**config.mk**
```make
export PLATFORM = sky130hd
export DESIGN_NAME = mgm_gate_mask
export DESIGN_NICKNAME = d
export VERILOG_FILES = /design/src/rtl/mgm_phase_mask.v /design/src/rtl/mgm_gate_mask.v
export VERILOG_INCLUDE_DIRS = /design/src /design/src/rtl
export SDC_FILE = /design/constraint.sdc
export NUM_CORES = 1
export LEC_CHECK = 0
export BUFFER_PORTS_ARGS = -buffer_cell sky130_fd_sc_hd__buf_2
export CORE_MARGIN = 1.5
export CORE_UTILIZATION = 43
export CTS_CLUSTER_SIZE = 20
export DETAILED_ROUTE_END_ITERATION = 6
export HOLD_SLACK_MARGIN = 0.02
export PLACE_DENSITY = 0.76
export SETUP_SLACK_MARGIN = 0.05
export SLEW_MARGIN = 20
export SYNTH_ARGS = -nofsm -noshare
export SYNTH_HDL_FRONTEND = slang
export SYNTH_SLANG_ARGS = --single-unit
```
**constraint.sdc**
```tcl
create_clock -name clk_i -period 1.3 [get_ports clk_i]
set_input_delay 0.13 -clock clk_i [delete_from_list [all_inputs] [get_ports clk_i]]
set_output_delay 0.13 -clock clk_i [all_outputs]
set_load 0.01 [all_outputs]
```
**src/rtl/mgm_map.vh**
```
`ifndef MGM_MAP_VH
`define MGM_MAP_VH
// Register word addresses (byte address = word index * 4)
`define MGM_ADR_OVR_EN      4'h0
`define MGM_ADR_OVR_VAL     4'h1
`define MGM_ADR_MASK_CTRL   4'h2
`define MGM_ADR_GATE_MON    4'h3
`define MGM_ADR_STATUS      4'h4
// Mask control field positions
`define MGM_MC_ARM_SIDE     0
`define MGM_MC_PROT_DRIVE   1
`define MGM_MC_PWM_GATE     2
`define MGM_MC_PAIR_STYLE   3
`define MGM_MC_MASK_SRC     7
// Reset values
`define MGM_RST_MASK_CTRL   8'h04
`define MGM_RST_OVR         6'h00
// Writable bits of mask control
`define MGM_MC_WMASK        8'h8f
`endif

```
**src/rtl/mgm_phase_mask.v**
```verilog
`default_nettype none
// One transistor pair: commutation command plus PWM to top/bottom commands
module mgm_phase_mask (
  // Commands and PWM
  input  wire       top_cmd_i,
  input  wire       bot_cmd_i,
  input  wire       pwm_i,
  input  wire       pwm_inv_i,
  // Settings
  input  wire       arm_side_i,
  input  wire       pair_style_i,
  input  wire       pwm_gate_i,
  // Result
  output reg        top_o,
  output reg        bot_o
);
  reg pwm_t;
  reg pwm_b;

  // PWM gate off means the PWM side behaves as steady on
  always @* begin
    pwm_t = pwm_gate_i ? pwm_i : 1'b1;
    pwm_b = pwm_gate_i ? pwm_inv_i : 1'b0;
    top_o = 1'b0;
    bot_o = 1'b0;
    case ({top_cmd_i, bot_cmd_i})
      2'b01: begin
        if (!arm_side_i) begin
          bot_o = pwm_t;
          top_o = pair_style_i ? 1'b0 : pwm_b;
        end else begin
          bot_o = 1'b1;
        end
      end
      2'b10: begin
        if (arm_side_i) begin
          top_o = pwm_t;
          bot_o = pair_style_i ? 1'b0 : pwm_b;
        end else begin
          top_o = 1'b1;
        end
      end
      default: begin
        top_o = 1'b0;
        bot_o = 1'b0;
      end
    endcase
  end
endmodule
`default_nettype wire

```
**src/rtl/mgm_gate_mask.v**
```verilog
`include "mgm_map.vh"
`default_nettype none
// Function
// - Mask stage runs in normal, brake or motor protect mode.
// - Mask source bit selects table masking (0) or override registers (1).
// - PWM gate bit 0 removes PWM from all phase commands.
// - Arm side bit puts PWM on bottom arms (0) or top arms (1).
// - Pair style bit selects complementary (0) or non-complementary (1).
// - Complementary: PWM arm gets PWM, partner inverted; 00/11 both low.
// - Non-complementary: PWM arm gets PWM, partner 0; 00/11 both low.
// - Arm side and pair style act in both mask sources.
// - Override enable replaces each channel's generator signal by its value.
// - Override value drives the channel low or high while enabled.
// - Pair both overridden high drives both channels of the pair low.
// - With complementary PWM, non-PWM channel stays at or below the table value unless its PWM arm is overridden.
// - Channels used as general I/O ignore the override value, except in the pair both-overridden-high rule.
// - Brake has top priority: tops 0, bottoms 1.
// - Protect: drive select 0 all off, 1 tops 0 bottoms 1.
// - Monitor bits 5..3 show gate A high, A low, B high.
// - Monitor bits 2..0 show filtered Hall C, B, A.
// - Brake request comes from the Hall decoder control brake bit.
module mgm_gate_mask (
  // Clock and reset
  input  wire        clk_i,
  input  wire        rst_i,
  // Wishbone slave
  input  wire        cyc_i,
  input  wire        stb_i,
  input  wire        we_i,
  input  wire [3:0]  adr_i,
  input  wire [3:0]  sel_i,
  input  wire [31:0] dat_i,
  output reg  [31:0] dat_o,
  output reg         ack_o,
  output reg         err_o,
  // Commutation commands, top/bottom per phase A,B,C
  input  wire        phase_a_top_cmd_i,
  input  wire        phase_a_bottom_cmd_i,
  input  wire        phase_b_top_cmd_i,
  input  wire        phase_b_bottom_cmd_i,
  input  wire        phase_c_top_cmd_i,
  input  wire        phase_c_bottom_cmd_i,
  // PWM from generator, one per phase
  input  wire [2:0]  pwm_true_i,
  input  wire [2:0]  pwm_inverted_i,
  // Hall decoder and protection inputs
  input  wire        brake_request_i,
  input  wire        protect_fault_i,
  input  wire [2:0]  hall_filtered_i,
  input  wire [5:0]  channel_gpio_i,
  // Gate drive commands
  output reg         gate_a_high_o,
  output reg         gate_a_low_o,
  output reg         gate_b_high_o,
  output reg         gate_b_low_o,
  output reg         gate_c_high_o,
  output reg         gate_c_low_o,
  // Mode status
  output reg  [1:0]  mode_o
);
  // Operating modes; the same codes are reported on mode_o
  // so a supervisor can see why the gates are being held
  localparam [1:0] MODE_NORMAL  = 2'b00;
  localparam [1:0] MODE_BRAKE   = 2'b01;
  localparam [1:0] MODE_PROTECT = 2'b10;

  // Registers; override and monitor have flops for their six bits only,
  // mask control keeps all eight, and the read mux pads or masks the
  // rest to zero, so software always sees clean upper bits
  reg  [5:0] channel_override_enable_reg;
  reg  [5:0] channel_override_value_reg;
  reg  [7:0] mask_control_reg;
  reg  [5:0] gate_monitor_reg;

  // Synchronisers for pin level inputs
  reg  [1:0] brake_sync;
  reg  [1:0] fault_sync;
  reg  [2:0] hall_meta;
  reg  [2:0] hall_sync;
  reg  [5:0] gpio_meta;
  reg  [5:0] gpio_sync;

  wire       arm_side_select;
  wire       protect_drive_select;
  wire       pwm_output_gate;
  wire       pair_drive_style;
  wire       mask_source_select;
  assign arm_side_select      = mask_control_reg[`MGM_MC_ARM_SIDE];
  assign protect_drive_select = mask_control_reg[`MGM_MC_PROT_DRIVE];
  assign pwm_output_gate      = mask_control_reg[`MGM_MC_PWM_GATE];
  assign pair_drive_style     = mask_control_reg[`MGM_MC_PAIR_STYLE];
  assign mask_source_select   = mask_control_reg[`MGM_MC_MASK_SRC];

  // Merge a byte write into a register under its byte enable.
  // Bits outside the write mask keep their stored value, so fields
  // without storage can never pick up written data.
  function [7:0] mgm_wr_byte;
    input [7:0] old_val;
    input [7:0] new_val;
    input [7:0] wmask;
    input       lane_en;
    begin
      if (lane_en)
        mgm_wr_byte = (old_val & ~wmask) | (new_val & wmask);
      else
        mgm_wr_byte = old_val;
    end
  endfunction

  // Two-flop synchronisers; first stage feeds only the second.
  // Brake, fault, Hall and I/O select come from other domains, so
  // they reach the mask two edges late; commands and PWM do not.
  // A request shorter than one clock may therefore be missed.
  always @(posedge clk_i) begin
    if (rst_i) begin
      brake_sync <= 2'b00;
      fault_sync <= 2'b00;
      hall_meta  <= 3'h0;
      hall_sync  <= 3'h0;
      gpio_meta  <= 6'h00;
      gpio_sync  <= 6'h00;
    end else begin
      brake_sync <= {brake_sync[0], brake_request_i};
      fault_sync <= {fault_sync[0], protect_fault_i};
      hall_meta  <= hall_filtered_i;
      hall_sync  <= hall_meta;
      gpio_meta  <= channel_gpio_i;
      gpio_sync  <= gpio_meta;
    end
  end

  // Table path: each pair mapped from its commutation command.
  // Commands and PWM come from logic on this clock and are used
  // unsynchronised, which keeps their path to the pins one cycle.
  wire [2:0] tbl_top;
  wire [2:0] tbl_bot;
  wire [2:0] top_cmd;
  wire [2:0] bot_cmd;
  assign top_cmd = {phase_c_top_cmd_i, phase_b_top_cmd_i,
                    phase_a_top_cmd_i};
  assign bot_cmd = {phase_c_bottom_cmd_i, phase_b_bottom_cmd_i,
                    phase_a_bottom_cmd_i};

  genvar gi;
  generate
    for (gi = 0; gi < 3; gi = gi + 1) begin : g_pair
      mgm_phase_mask u_pm (
        .top_cmd_i    (top_cmd[gi]),
        .bot_cmd_i    (bot_cmd[gi]),
        .pwm_i        (pwm_true_i[gi]),
        .pwm_inv_i    (pwm_inverted_i[gi]),
        .arm_side_i   (arm_side_select),
        .pair_style_i (pair_drive_style),
        .pwm_gate_i   (pwm_output_gate),
        .top_o        (tbl_top[gi]),
        .bot_o        (tbl_bot[gi])
      );
    end
  endgenerate

  // Software path: channel 2n is top, 2n+1 bottom of pair n.
  // Generator signal is the table result so arm side and style still act.
  // A channel whose pin is general I/O keeps the generator signal unless both arms of its pair are overridden high.
  // Limitation: one arm overridden high against a partner that the
  // table drives high is not blocked; software must avoid it.
  reg  [5:0] gen_sig;
  reg  [5:0] sw_sig;
  reg  [5:0] norm_sig;
  integer    k;
  always @* begin
    gen_sig  = 6'h00;
    sw_sig   = 6'h00;
    norm_sig = 6'h00;
    for (k = 0; k < 3; k = k + 1) begin
      gen_sig[2*k]   = tbl_top[k];
      gen_sig[2*k+1] = tbl_bot[k];
    end
    for (k = 0; k < 6; k = k + 1) begin
      if (channel_override_enable_reg[k] && !gpio_sync[k])
        sw_sig[k] = channel_override_value_reg[k];
      else
        sw_sig[k] = gen_sig[k];
    end
    for (k = 0; k < 3; k = k + 1) begin
      // Both overridden high would short the pair
      if (channel_override_enable_reg[2*k] &&
          channel_override_enable_reg[2*k+1] &&
          channel_override_value_reg[2*k] &&
          channel_override_value_reg[2*k+1]) begin
        sw_sig[2*k]   = 1'b0;
        sw_sig[2*k+1] = 1'b0;
      end
      // Complementary PWM: partner of a non-overridden PWM arm never exceeds the table
      if (pwm_output_gate && !pair_drive_style) begin
        if (arm_side_select && !channel_override_enable_reg[2*k])
          sw_sig[2*k+1] = sw_sig[2*k+1] & gen_sig[2*k+1];
        if (!arm_side_select && !channel_override_enable_reg[2*k+1])
          sw_sig[2*k] = sw_sig[2*k] & gen_sig[2*k];
      end
    end
    norm_sig = mask_source_select ? sw_sig : gen_sig;
  end

  // Gate patterns, bit 2n top and 2n+1 bottom of phase n.
  // Brake turns every bottom arm on and every top arm off.
  localparam [5:0] GATES_OFF   = 6'h00;
  localparam [5:0] GATES_BRAKE = 6'h2a;

  // Mode priority: brake, then motor protect, then normal.
  // Both requests are pins, so they act only after the synchroniser
  // and hold the gates for as long as they stand.
  reg [1:0] next_mode;
  always @* begin
    if (brake_sync[1])
      next_mode = MODE_BRAKE;
    else if (fault_sync[1])
      next_mode = MODE_PROTECT;
    else
      next_mode = MODE_NORMAL;
  end

  // Gate command for the chosen mode. Brake and protect ignore the
  // commutation commands and the overrides entirely, so software
  // cannot turn a top arm on while either of them stands.
  reg [5:0] next_gate;
  always @* begin
    case (next_mode)
      MODE_BRAKE:   next_gate = GATES_BRAKE;
      MODE_PROTECT: next_gate = protect_drive_select ?
                                GATES_BRAKE : GATES_OFF;
      MODE_NORMAL:  next_gate = norm_sig;
      default:      next_gate = GATES_OFF;
    endcase
  end

  // Gate pins and mode come from flops, so the external driver never
  // sees a glitch from the combinational mask path; the cost is one
  // cycle of latency on every change.
  always @(posedge clk_i) begin
    if (rst_i) begin
      mode_o        <= MODE_NORMAL;
      gate_a_high_o <= 1'b0;
      gate_a_low_o  <= 1'b0;
      gate_b_high_o <= 1'b0;
      gate_b_low_o  <= 1'b0;
      gate_c_high_o <= 1'b0;
      gate_c_low_o  <= 1'b0;
      gate_monitor_reg <= 6'h00;
    end else begin
      mode_o        <= next_mode;
      gate_a_high_o <= next_gate[0];
      gate_a_low_o  <= next_gate[1];
      gate_b_high_o <= next_gate[2];
      gate_b_low_o  <= next_gate[3];
      gate_c_high_o <= next_gate[4];
      gate_c_low_o  <= next_gate[5];
      // Monitor loads A high, A low and B high as the gate pins do, plus synchronised Hall
      gate_monitor_reg <= {next_gate[0], next_gate[1], next_gate[2],
                           hall_sync[2], hall_sync[1], hall_sync[0]};
    end
  end

  // Wishbone slave: one wait cycle, ack or err for one cycle.
  // The answer is registered, and a held request is not taken again
  // while its answer stands, so each bus cycle is served once.
  wire       req;
  wire       mapped;
  wire       wr_take;
  wire       rd_take;
  assign req     = cyc_i && stb_i && !ack_o && !err_o;
  assign mapped  = (adr_i <= `MGM_ADR_GATE_MON);
  assign wr_take = req && mapped && we_i;
  assign rd_take = req && mapped && !we_i;

  // Per-register write strobes. The monitor has no strobe, so a
  // write to it is answered with ack but changes nothing.
  wire       wr_ovr_en;
  wire       wr_ovr_val;
  wire       wr_mask_ctrl;
  assign wr_ovr_en    = wr_take && (adr_i == `MGM_ADR_OVR_EN);
  assign wr_ovr_val   = wr_take && (adr_i == `MGM_ADR_OVR_VAL);
  assign wr_mask_ctrl = wr_take && (adr_i == `MGM_ADR_MASK_CTRL);

  // Byte lane 0 merged under its enable and the writable mask.
  // The merge is a byte wide; the override registers keep only the
  // six implemented bits, so the top two are cut on purpose.
  wire [7:0] ovr_en_merge;
  wire [7:0] ovr_val_merge;
  wire [7:0] mask_ctrl_merge;
  assign ovr_en_merge    = mgm_wr_byte({2'b00, channel_override_enable_reg},
                                       dat_i[7:0], 8'h3f, sel_i[0]);
  assign ovr_val_merge   = mgm_wr_byte({2'b00, channel_override_value_reg},
                                       dat_i[7:0], 8'h3f, sel_i[0]);
  assign mask_ctrl_merge = mgm_wr_byte(mask_control_reg, dat_i[7:0],
                                       `MGM_MC_WMASK, sel_i[0]);

  // Read mux; the monitor is read here but never written
  reg  [7:0] rd_byte;
  always @* begin
    case (adr_i)
      `MGM_ADR_OVR_EN:    rd_byte = {2'b00, channel_override_enable_reg};
      `MGM_ADR_OVR_VAL:   rd_byte = {2'b00, channel_override_value_reg};
      `MGM_ADR_MASK_CTRL: rd_byte = mask_control_reg & `MGM_MC_WMASK;
      `MGM_ADR_GATE_MON:  rd_byte = {2'b00, gate_monitor_reg};
      default:            rd_byte = 8'h00;
    endcase
  end

  // Register storage; a write lands at the edge that takes it
  always @(posedge clk_i) begin
    if (rst_i) begin
      channel_override_enable_reg <= `MGM_RST_OVR;
      channel_override_value_reg  <= `MGM_RST_OVR;
      mask_control_reg            <= `MGM_RST_MASK_CTRL;
    end else begin
      if (wr_ovr_en) begin
        channel_override_enable_reg <= ovr_en_merge[5:0];
      end
      if (wr_ovr_val) begin
        channel_override_value_reg <= ovr_val_merge[5:0];
      end
      if (wr_mask_ctrl) begin
        mask_control_reg <= mask_ctrl_merge;
      end
    end
  end

  // Bus answer; read data stands with ack only and is zero at all
  // other times, so a stale value is never mistaken for an answer
  always @(posedge clk_i) begin
    if (rst_i) begin
      ack_o <= 1'b0;
      err_o <= 1'b0;
      dat_o <= 32'h00000000;
    end else begin
      ack_o <= req && mapped;
      err_o <= req && !mapped;
      dat_o <= rd_take ? {24'h000000, rd_byte} : 32'h00000000;
    end
  end
endmodule
`default_nettype wire

```
==> results of run 1 <==
==> synthesized netlist by cell type <==
cell,count
sky130_fd_sc_hd__mux2i_1,18
sky130_fd_sc_hd__o2111a_1,1
sky130_fd_sc_hd__o311ai_0,3
sky130_fd_sc_hd__and4bb_1,1
sky130_fd_sc_hd__nor3_1,5
sky130_fd_sc_hd__nand4b_1,1
sky130_fd_sc_hd__clkbuf_1,3
sky130_fd_sc_hd__buf_2,1
sky130_fd_sc_hd__mux4_2,4
sky130_fd_sc_hd__ha_1,6
sky130_fd_sc_hd__buf_4,26
sky130_fd_sc_hd__nor3b_1,2
sky130_fd_sc_hd__nor2_1,31
sky130_fd_sc_hd__conb_1,1
sky130_fd_sc_hd__nand2b_4,1
sky130_fd_sc_hd__dlygate4sd1_1,1
sky130_fd_sc_hd__nand4b_2,2
sky130_fd_sc_hd__or2_2,3
sky130_fd_sc_hd__and2b_1,1
sky130_fd_sc_hd__a31oi_1,6
sky130_fd_sc_hd__nor4bb_4,1
sky130_fd_sc_hd__nand3_1,6
sky130_fd_sc_hd__dfxtp_1,59
sky130_fd_sc_hd__nand2_1,9
sky130_fd_sc_hd__and3b_1,1
sky130_fd_sc_hd__o22ai_1,1
sky130_fd_sc_hd__nand2b_1,1
sky130_fd_sc_hd__a21oi_1,5
sky130_fd_sc_hd__clkbuf_2,1
sky130_fd_sc_hd__or3b_1,1
sky130_fd_sc_hd__o311a_1,1
sky130_fd_sc_hd__a21o_1,2
sky130_fd_sc_hd__inv_1,6
sky130_fd_sc_hd__nand3b_1,1
sky130_fd_sc_hd__and3b_4,1
sky130_fd_sc_hd__nor2b_1,32
sky130_fd_sc_hd__or3_1,3
sky130_fd_sc_hd__nor3b_2,1
sky130_fd_sc_hd__and4bb_2,2
sky130_fd_sc_hd__buf_6,2
sky130_fd_sc_hd__o21ai_0,10
==> critical path: stages, from the launching register on <==
cell and delay [ps]:
sky130_fd_sc_hd__dfxtp_2 310, sky130_fd_sc_hd__and4bb_2 330, sky130_fd_sc_hd__and4bb_1 250, sky130_fd_sc_hd__buf_12 140, sky130_fd_sc_hd__mux2i_1 180, sky130_fd_sc_hd__nor2_1 60
==> where the power goes <==
part / switching (µW) / internal (µW) / total (µW)
clock network: 729 / 943 / 1670
registers: 17.7 / 1850 / 1870
logic: 168 / 168 / 336
==> area by class of cell <==
class / count / share of cell area [%]
clock buffer: 11 / 4.17
clock inverter: 5 / 1.81
inverter: 6 / 0.664
multi-input combinational: 188 / 38.3
sequential: 59 / 35.2
tap: 75 / 2.77
timing repair buffer: 89 / 17.1
==> cell families after synthesis <==
| kind of cell | count (synthesis) | share of synthesized area [%] |
|---|---|---|
| other | 1 | 0.143 |
| AO/OA/AOI/OAI | 29 | 6.93 |
| AND/OR/NAND/NOR | 106 | 24.3 |
| buffers and inverters | 40 | 10.3 |
| multiplexers | 22 | 10.3 |
| adder cells (fa/ha/maj) | 6 | 2.87 |
| flip-flops | 59 | 45.1 |
==> through the flow <==
step / hold WS (ps) / utilization [%] / TNS [ps] / area (µm²) / setup slack [ps]
floorplan: 258 / - / -184 / 2710 / -30.6
global placement: 342 / 50.6 / -831 / 2980 / -87.8
detailed placement: 344 / 50.6 / -1140 / 2980 / -117
CTS: 20.9 / 57.0 / -1160 / 3360 / -80.3
global route: 44.6 / 57.7 / -2890 / 3390 / -160
finish: 31.4 / 57.7 / -1110 / 3390 / -85.3
==> worst max path at each step <==
stage,start,endpoint,slack [ps],cells past startpoint
finish,ack_o,channel_override_enable_reg[4],-90,5
global route,ack_o,channel_override_enable_reg[0],-160,5
CTS,ack_o,channel_override_enable_reg[5],-80,5
detailed placement,err_o,mask_control_reg[7],-120,5
global placement,err_o,mask_control_reg[0],-90,5
floorplan,ack_o,channel_override_enable_reg[0],-30,5
==> timing repair <==
item | in CTS | in global routing
hold buffers | 11 | 0
pin swaps | 1 | 5
hold endpoints to repair | 11 | 0
endpoints found under the setup margin | 27 | 30
setup buffers | 4 | 1
gates resized for setup | 12 | 11
==> layer usage <==
layer	wire length, µm	track usage (%)	share of wire [%]	vias to the layer above
li1	-	-	-	1031
met1	2230	18.7	42	936
met2	2680	30.1	51	55
met3	279	7.42	5.3	11
met4	101	7.93	1.9	0
met5	0	0	0	-
==> metrics, run 1 <==
Critical Path AT 1610 ps; cell leakage power 0.00157 µW; register with the most flip-flops dat_o; number of nets in the layout 427; type of the worst setup path reg2reg; time the worst path needs with I/O delays and setup 1390 ps; count of mapped cells out of synthesis 263; Area Overhead vs Synth 29.6%; Yosys warning total 0; startpoint type of the worst setup path register; Detailed Route WL 5.29 mm; worst hold path cell count 3; I/O pins 110; power per cell area 1140 mW/mm²; total area of sequential cells 0.00119 mm²; reg-to-reg setup timing slack -90 ps; final slew viol count 0; part of the Yosys area used for sequential elements 45.1%; die outline height 81.0 µm; multi-input gate area in the final layout 0.00130 mm²; overall fraction of global-route tracks in use 17.6%; flip-flop count of the largest register after layout 7; wire per inst 12.2 µm; worst hold path class in2reg; overall die area 0.00657 mm²; hold violation count in the final report 0; Setup violations, final 22; Synth Cell Area 0.00262 mm²; hold wc startpoint dat_i[7]; post-detailed-route via-to-cell ratio 4.70; data required time at the worst endpoint 1530 ps; Die Width 81.0 µm; Antenna Diode Count 0; DP Cell Count 401; number of antenna violations at the first check in global routing 0; final-layout fill cell count 541; initial standard-cell utilization of the core 44.5%; crit path setup slack, layout -85.3 ps; fraction of final layout cells sized beyond drive strength 1 34.1%; HPWL after detailed placement 3.97 mm; violations in the final reports negative setup slack; clk_skew 4.57 ps; final worst path period share 107%; largest area contributor in the netlist sky130_fd_sc_hd__dfxtp_1; placeable core region 0.00589 mm²; First-pass DRT Iterations 6; register bit count reported by yosys 59; top area cells in the synthesized netlist sky130_fd_sc_hd__dfxtp_1, sky130_fd_sc_hd__nor2b_1, sky130_fd_sc_hd__buf_4; number of DRC markers after the initial detailed-route iteration 56; Hold Path Sink mask_control_reg[7]; vias after detailed routing 2033; wire length of the first global-routing pass 8.47 mm; clock latency reported for the late side of the worst-skew pair 340 ps; area share of the leading cell type in the synthesized netlist 45.1%; most common library cell in the layout ignoring fill and taps sky130_fd_sc_hd__buf_2; kind of end point of the critical path register; gp weighted congestion 0.871; achievable clock frequency 722 MHz; maximum number of pins on one net before global-route repair 19; maximum clock insertion buffer count 2; Max Cap Viol 0; number of placement rows 28; commonest non-fill, non-tap cells in the layout sky130_fd_sc_hd__buf_2, sky130_fd_sc_hd__dfxtp_1, sky130_fd_sc_hd__nor2b_1; clock tree from TritonCTS yes; Routed Antenna Nets 0; Num CTS Buffers 9; Buffers on Ports 56; Peak supply drop 0.813 mV; total DRC errors in the routed layout 0; Worst Path Max Fanout 6; Worst R2R Start ack_o; via count of the first global-routing pass 1920; logic depth of the worst register-to-register path 5; worst reg2reg path endpoint channel_override_enable_reg[4]; clock transition at the registers of the reported paths 70 ps; number of distinct library cells after synthesis 41; GRT overflow 0; Final Total Pwr 3880 µW; htree depth 3; outcome finished with violations; Synth Area per Inst 9.96 µm²; final cell count without fillers 433; setup repair after global routing missed its margin yes; CTS Root Cell sky130_fd_sc_hd__clkbuf_8; clk sinks 59
(Power assumes the default switching activity.)
==> inputs of run 2 (changes only) <==
Settings changed: CORE_UTILIZATION 43 to 51, PLACE_DENSITY 0.76 to 0.84.
Clock period 1.3 ns to 1.72 ns, I/O delays scaled along.
==> run 2 against run 1 <==
The run now ends clean. Combinational power fell by 37%. Register-to-register slack improved by 270 ps. Core utilization increased by 5.2 points. Critical path depth fell by 1. Worst setup slack better by 270 ps. Sequential power shrank 25%. Sequential share of layout area rose by 3.6 points. Non-clock buffer count down 30. Global-route usage increased by 0.44 points. Critical endpoint is now channel_override_enable_reg[0]. Largest cell class unchanged. Sequential cell count did not move.
==> metrics, run 2 (same netlist as run 1, synthesis figures left out) <==
setup repair after global routing missed its margin no (was yes); Highest Signal Layer met4 (unchanged); overall fraction of global-route tracks in use 18.0% (was 17.6%); GRT overflow 0 (unchanged); crit path setup slack, layout 180 ps (was -85.3 ps); clock latency reported for the late side of the worst-skew pair 340 ps (about the same); clk sinks 59 (unchanged); Die Width 74.7 µm (was 81.0 µm); placeable core region 0.00485 mm² (was 0.00589 mm²); initial standard-cell utilization of the core 54.0% (was 44.5%); CTS Root Cell sky130_fd_sc_hd__clkbuf_8 (unchanged); overall die area 0.00557 mm² (was 0.00657 mm²); number of placement rows 25 (was 28); setup TNS 0 ps (was -1110 ps); clk_skew 7.38 ps (was 4.57 ps); worst hold path class in2reg (unchanged); Final Total Pwr 2870 µW (was 3880 µW); final slew viol count 0 (unchanged); htree depth 3 (unchanged); First-pass DRT Iterations 4 (was 6); commonest non-fill, non-tap cells in the layout sky130_fd_sc_hd__dfxtp_1, sky130_fd_sc_hd__buf_2, sky130_fd_sc_hd__nor2b_1 (was sky130_fd_sc_hd__buf_2, sky130_fd_sc_hd__dfxtp_1, sky130_fd_sc_hd__nor2b_1); Critical Path AT 1760 ps (was 1610 ps); number of hold buffers added after cts 0 (was 11); Detailed Route WL 4.65 mm (was 5.29 mm); outcome finished, final reports clean (was finished with violations); maximum number of pins on one net before global-route repair 21 (was 19); Metal-1 WL 2.00 mm (was 2.23 mm); peak per-stage delay on the critical path 460 ps (was 330 ps); met2 wirelength from detailed routing 2.26 mm (was 2.68 mm); Num CTS Buffers 9 (unchanged); Antenna Diode Count 0 (unchanged); I/O pins 110 (unchanged); final worst path period share 89.5% (was 107%); Max Cap Viol 0 (unchanged); clock transition at the registers of the reported paths 60 ps (was 70 ps); number of nets in the layout 397 (was 427); number of antenna violations at the first check in global routing 0 (unchanged); maximum clock insertion buffer count 2 (unchanged); Setup violations, final 0 (was 22); hold violation count in the final report 0 (unchanged); clock tree from TritonCTS yes (unchanged); type of the worst setup path reg2reg (unchanged); crit-path leading delay family simple AND/OR/NAND/NOR gates (unchanged); met3 wire len 299 µm (was 279 µm); Area Overhead vs Synth 16.4% (was 29.6%); die outline height 74.7 µm (was 81.0 µm); most common library cell in the layout ignoring fill and taps sky130_fd_sc_hd__dfxtp_1 (was sky130_fd_sc_hd__buf_2); Critical-path top delay cell sky130_fd_sc_hd__and4bb_1 (was sky130_fd_sc_hd__and4bb_2); wire per inst 11.8 µm (was 12.2 µm); power per cell area 940 mW/mm² (was 1140 mW/mm²); flip-flop count of the largest register after layout 7 (unchanged); via count of the first global-routing pass 1640 (was 1920); achievable clock frequency 649 MHz (was 722 MHz); worst slack after detailed placement 186 ps (was -117 ps); startpoint type of the worst setup path register (unchanged); Worst Path Max Fanout 6 (unchanged); Peak supply drop 0.718 mV (was 0.813 mV); HPWL after detailed placement 3.52 mm (was 3.97 mm); register with the most flip-flops dat_o (unchanged); Buffers on Ports 56 (unchanged); data required time at the worst endpoint 1940 ps (was 1530 ps); post-cts gate resize count 0 (was 12); placement-stage cell area 0.00285 mm² (was 0.00298 mm²); crit path cell chain and4bb_2 -> and4bb_1 -> mux2i_1 -> nor2_1 (was and4bb_2 -> and4bb_1 -> buf_12 -> mux2i_1 -> nor2_1); vias after detailed routing 1917 (was 2033); fraction of final layout cells sized beyond drive strength 1 27.2% (was 34.1%); cell leakage power 0.00142 µW (was 0.00157 µW); count of buffer and inverter cells on the critical path 0 (was 1); Post CTS Setup Buffer Count 0 (was 4); time the worst path needs with I/O delays and setup 1540 ps (was 1390 ps); post-route design area 0.00305 mm² (was 0.00339 mm²); gp weighted congestion 0.865 (was 0.871); number of DRC markers after the initial detailed-route iteration 90 (was 56); total DRC errors in the routed layout 0 (unchanged); wire length of the first global-routing pass 7.25 mm (was 8.47 mm); kind of end point of the critical path register (unchanged); post-detailed-route via-to-cell ratio 4.87 (was 4.70); Routed Antenna Nets 0 (unchanged)
## run 2: changes by cell type in the layout (fill, tap and decap cells not counted), moves of 4 or more
cell,before,now
sky130_fd_sc_hd__buf_4,18,3
sky130_fd_sc_hd__dfxtp_2,4,0
sky130_fd_sc_hd__dlygate4sd3_1,11,0
sky130_fd_sc_hd__dfxtp_1,53,59
## run 2: per-layer routing
metal / vias to the layer above / GRT usage (%)
met5: - / 0
met4: 0 / 8.69
met3: 12 / 7.63
met2: 67 / 28.7
met1: 868 / 21.0
li1: 970 / -
## run 2: metrics by stage
stage / utilization, % / instances / hold slack (ps)
after detailed placement: 58.7 / 379 / 384
after CTS: 62.9 / 394 / 27.4
after global routing: 62.9 / 394 / 40.7
after floorplan: - / 287 / 300
final: 62.9 / 394 / 43.8
after global placement: 58.7 / 379 / 378
## run 2: cell type report
cell class,instances,area (µm²)
clock buffer,11,151
clock inverter,4,50.0
fill,422,1800
inverter,6,22.5
multi-input combinational,188,1260
sequential,59,1180
tap,67,83.8
timing repair buffer,59,303
## run 2: path summary, 6_finish.rpt
check                                  startpoint                        endpoint  slack (ps)  depth (start not counted)
worst max-delay path                        err_o  channel_override_enable_reg[0]         180                          4
worst min-delay path            channel_gpio_i[0]                    gpio_meta[0]          40                          2
worst max register to register              err_o  channel_override_enable_reg[0]         180                          4
worst min register to register       gpio_meta[0]                    gpio_sync[0]         430                          1
## run 2: power breakdown
part / total [µW] / switching, µW / internal (µW) / leakage (µW)
sequential: 1410 / 11.9 / 1400 / 0.000481
combinational: 212 / 116 / 95.9 / 0.000837
clock: 1240 / 505 / 736 / 0.0000974
total: 2870 / 633 / 2230 / 0.00142
==> inputs of run 3 (changes only) <==
Settings changed: CORE_UTILIZATION 51 to 53, CTS_BUF_LIST set to sky130_fd_sc_hd__clkbuf_4, PLACE_DENSITY 0.84 to 0.87.
==> run 3 against run 2 <==
Clock-buffer cell count shrank 2. Die area shrank 3.6%. Register-to-register slack gained 90 ps. Final cell count grew 3.3%. Largest power group unchanged.
==> metrics, run 3 (same netlist as run 1, synthesis figures left out) <==
type of the worst setup path reg2reg (unchanged); initial standard-cell utilization of the core 55.1% (was 54.0%); clk_skew 13.9 ps (was 7.38 ps); CTS Root Cell sky130_fd_sc_hd__clkbuf_4 (was sky130_fd_sc_hd__clkbuf_8); clock tree from TritonCTS yes (unchanged); First-pass DRT Iterations 5 (was 4); placeable core region 0.00475 mm² (was 0.00485 mm²); kind of end point of the critical path register (unchanged); register with the most flip-flops dat_o (unchanged); overall fraction of global-route tracks in use 20.3% (was 18.0%); gp weighted congestion 0.914 (was 0.865); number of placement rows 25 (unchanged); final-layout fill cell count 387 (was 422); commonest non-fill, non-tap cells in the layout sky130_fd_sc_hd__dfxtp_1, sky130_fd_sc_hd__buf_2, sky130_fd_sc_hd__nor2b_1 (unchanged); Metal-1 WL 2.00 mm (about the same); die outline height 73.3 µm (was 74.7 µm); hold violation count in the final report 0 (unchanged); Detailed Route WL 4.93 mm (was 4.65 mm); cell leakage power 0.00145 µW (was 0.00142 µW); power per cell area 858 mW/mm² (was 940 mW/mm²); worst slack after detailed placement 191 ps (was 186 ps); number of antenna violations at the first check in global routing 0 (unchanged); setup repair after global routing missed its margin no (unchanged); startpoint type of the worst setup path register (unchanged); Area Overhead vs Synth 19.4% (was 16.4%); overall die area 0.00537 mm² (was 0.00557 mm²); htree depth 3 (unchanged); vias after detailed routing 1987 (was 1917); final core area utilization 65.8% (was 62.9%); met3 wire len 305 µm (was 299 µm); final worst path period share 84.3% (was 89.5%); fraction of final layout cells sized beyond drive strength 1 25.9% (was 27.2%); Antenna Diode Count 0 (unchanged); setup TNS 0 ps (unchanged); worst hold slack 44.0 ps (was 43.8 ps); Buffers on Ports 56 (unchanged); total DRC errors in the routed layout 0 (unchanged); Final Total Pwr 2680 µW (was 2870 µW); I/O pins 110 (unchanged); met2 wirelength from detailed routing 2.46 mm (was 2.26 mm); HPWL after detailed placement 3.57 mm (was 3.52 mm); Setup violations, final 0 (unchanged); clock transition at the registers of the reported paths 100 ps (was 60 ps); crit path setup slack, layout 271 ps (was 180 ps); Max Cap Viol 0 (unchanged); worst hold path class in2reg (unchanged); most common library cell in the layout ignoring fill and taps sky130_fd_sc_hd__dfxtp_1 (unchanged); GRT overflow 0 (unchanged); Num CTS Buffers 9 (unchanged); clock latency reported for the late side of the worst-skew pair 400 ps (was 340 ps); number of DRC markers after the initial detailed-route iteration 107 (was 90); Peak supply drop 0.511 mV (was 0.718 mV); Critical Path AT 1720 ps (was 1760 ps); Routed Antenna Nets 0 (unchanged); data required time at the worst endpoint 1990 ps (was 1940 ps); maximum number of pins on one net before global-route repair 26 (was 21); wire length of the first global-routing pass 8.01 mm (was 7.25 mm); number of nets in the layout 410 (was 397); Post CTS Setup Buffer Count 0 (unchanged); Worst Path Max Fanout 6 (unchanged); post-detailed-route via-to-cell ratio 4.88 (was 4.87); Die Width 73.3 µm (was 74.7 µm); flip-flop count of the largest register after layout 7 (unchanged); via count of the first global-routing pass 1861 (was 1640); wire per inst 12.1 µm (was 11.8 µm); reg-to-reg setup timing slack 270 ps (was 180 ps); outcome finished, final reports clean (unchanged); final slew viol count 0 (unchanged); clk sinks 59 (unchanged); time the worst path needs with I/O delays and setup 1450 ps (was 1540 ps); Highest Signal Layer met4 (unchanged); maximum clock insertion buffer count 2 (unchanged); achievable clock frequency 690 MHz (was 649 MHz)
run 3: changes by cell type in the layout (fill, tap and decap cells not counted):
cell and delta:
sky130_fd_sc_hd__and4bb_2 +1, sky130_fd_sc_hd__clkinv_4 +1, sky130_fd_sc_hd__bufinv_16 +1, sky130_fd_sc_hd__and4bb_1 -1, sky130_fd_sc_hd__clkbuf_8 -11, sky130_fd_sc_hd__dlygate4sd3_1 +13
sky130_fd_sc_hd__clkinv_1 +2, sky130_fd_sc_hd__clkbuf_4 +9, sky130_fd_sc_hd__clkinvlp_4 -2
run 3: per-stage QoR:
step	instance area, µm²	instances
floorplan	2710	287
global placement	2850	379
detailed placement	2850	379
CTS	3130	407
global route	3130	407
finish	3130	407
run 3: per-layer routing:
| metal | vias up | track usage, % |
|---|---|---|
| met1 | 897 | 20.9 |
| met5 | - | 0 |
| met3 | 20 | 8.23 |
| li1 | 997 | - |
| met2 | 73 | 34.4 |
| met4 | 0 | 11.9 |
run 3: power by group:
group / internal, µW / total [µW] / switching, µW
sequential: 1400 / 1410 / 12.5
clock: 572 / 1040 / 465
combinational: 115 / 235 / 120
run 3: final timing paths:
kind	startpoint	endpoint	depth (start not counted)
hold reg to reg	hall_sync[2]	gate_monitor_reg[2]	1
setup / recovery	err_o	channel_override_enable_reg[1]	4
setup reg to reg	err_o	channel_override_enable_reg[1]	4
hold / removal	dat_i[3]	mask_control_reg[3]	3
run 3: critical path, stage by stage (launching register included):
cell and delay, ps:
sky130_fd_sc_hd__dfxtp_1 310, sky130_fd_sc_hd__and4bb_2 350, sky130_fd_sc_hd__and4bb_2 390, sky130_fd_sc_hd__mux2i_1 230, sky130_fd_sc_hd__nor2_1 50
run 3: what timing repair did:
action / in CTS / in global routing
hold endpoints to repair: 14 / 0
resized for setup: 0 / 1
endpoints found under the setup margin: 0 / 1
hold buffers: 13 / 0
run 3: cell type report:
class	instances	area [µm²]	area share (%)
clock buffer	9	67.6	2.16
sequential	59	1180	37.8
inverter	6	22.5	0.720
tap	67	83.8	2.68
clock inverter	6	81.3	2.60
timing repair buffer	72	433	13.8
multi-input combinational	188	1260	40.2
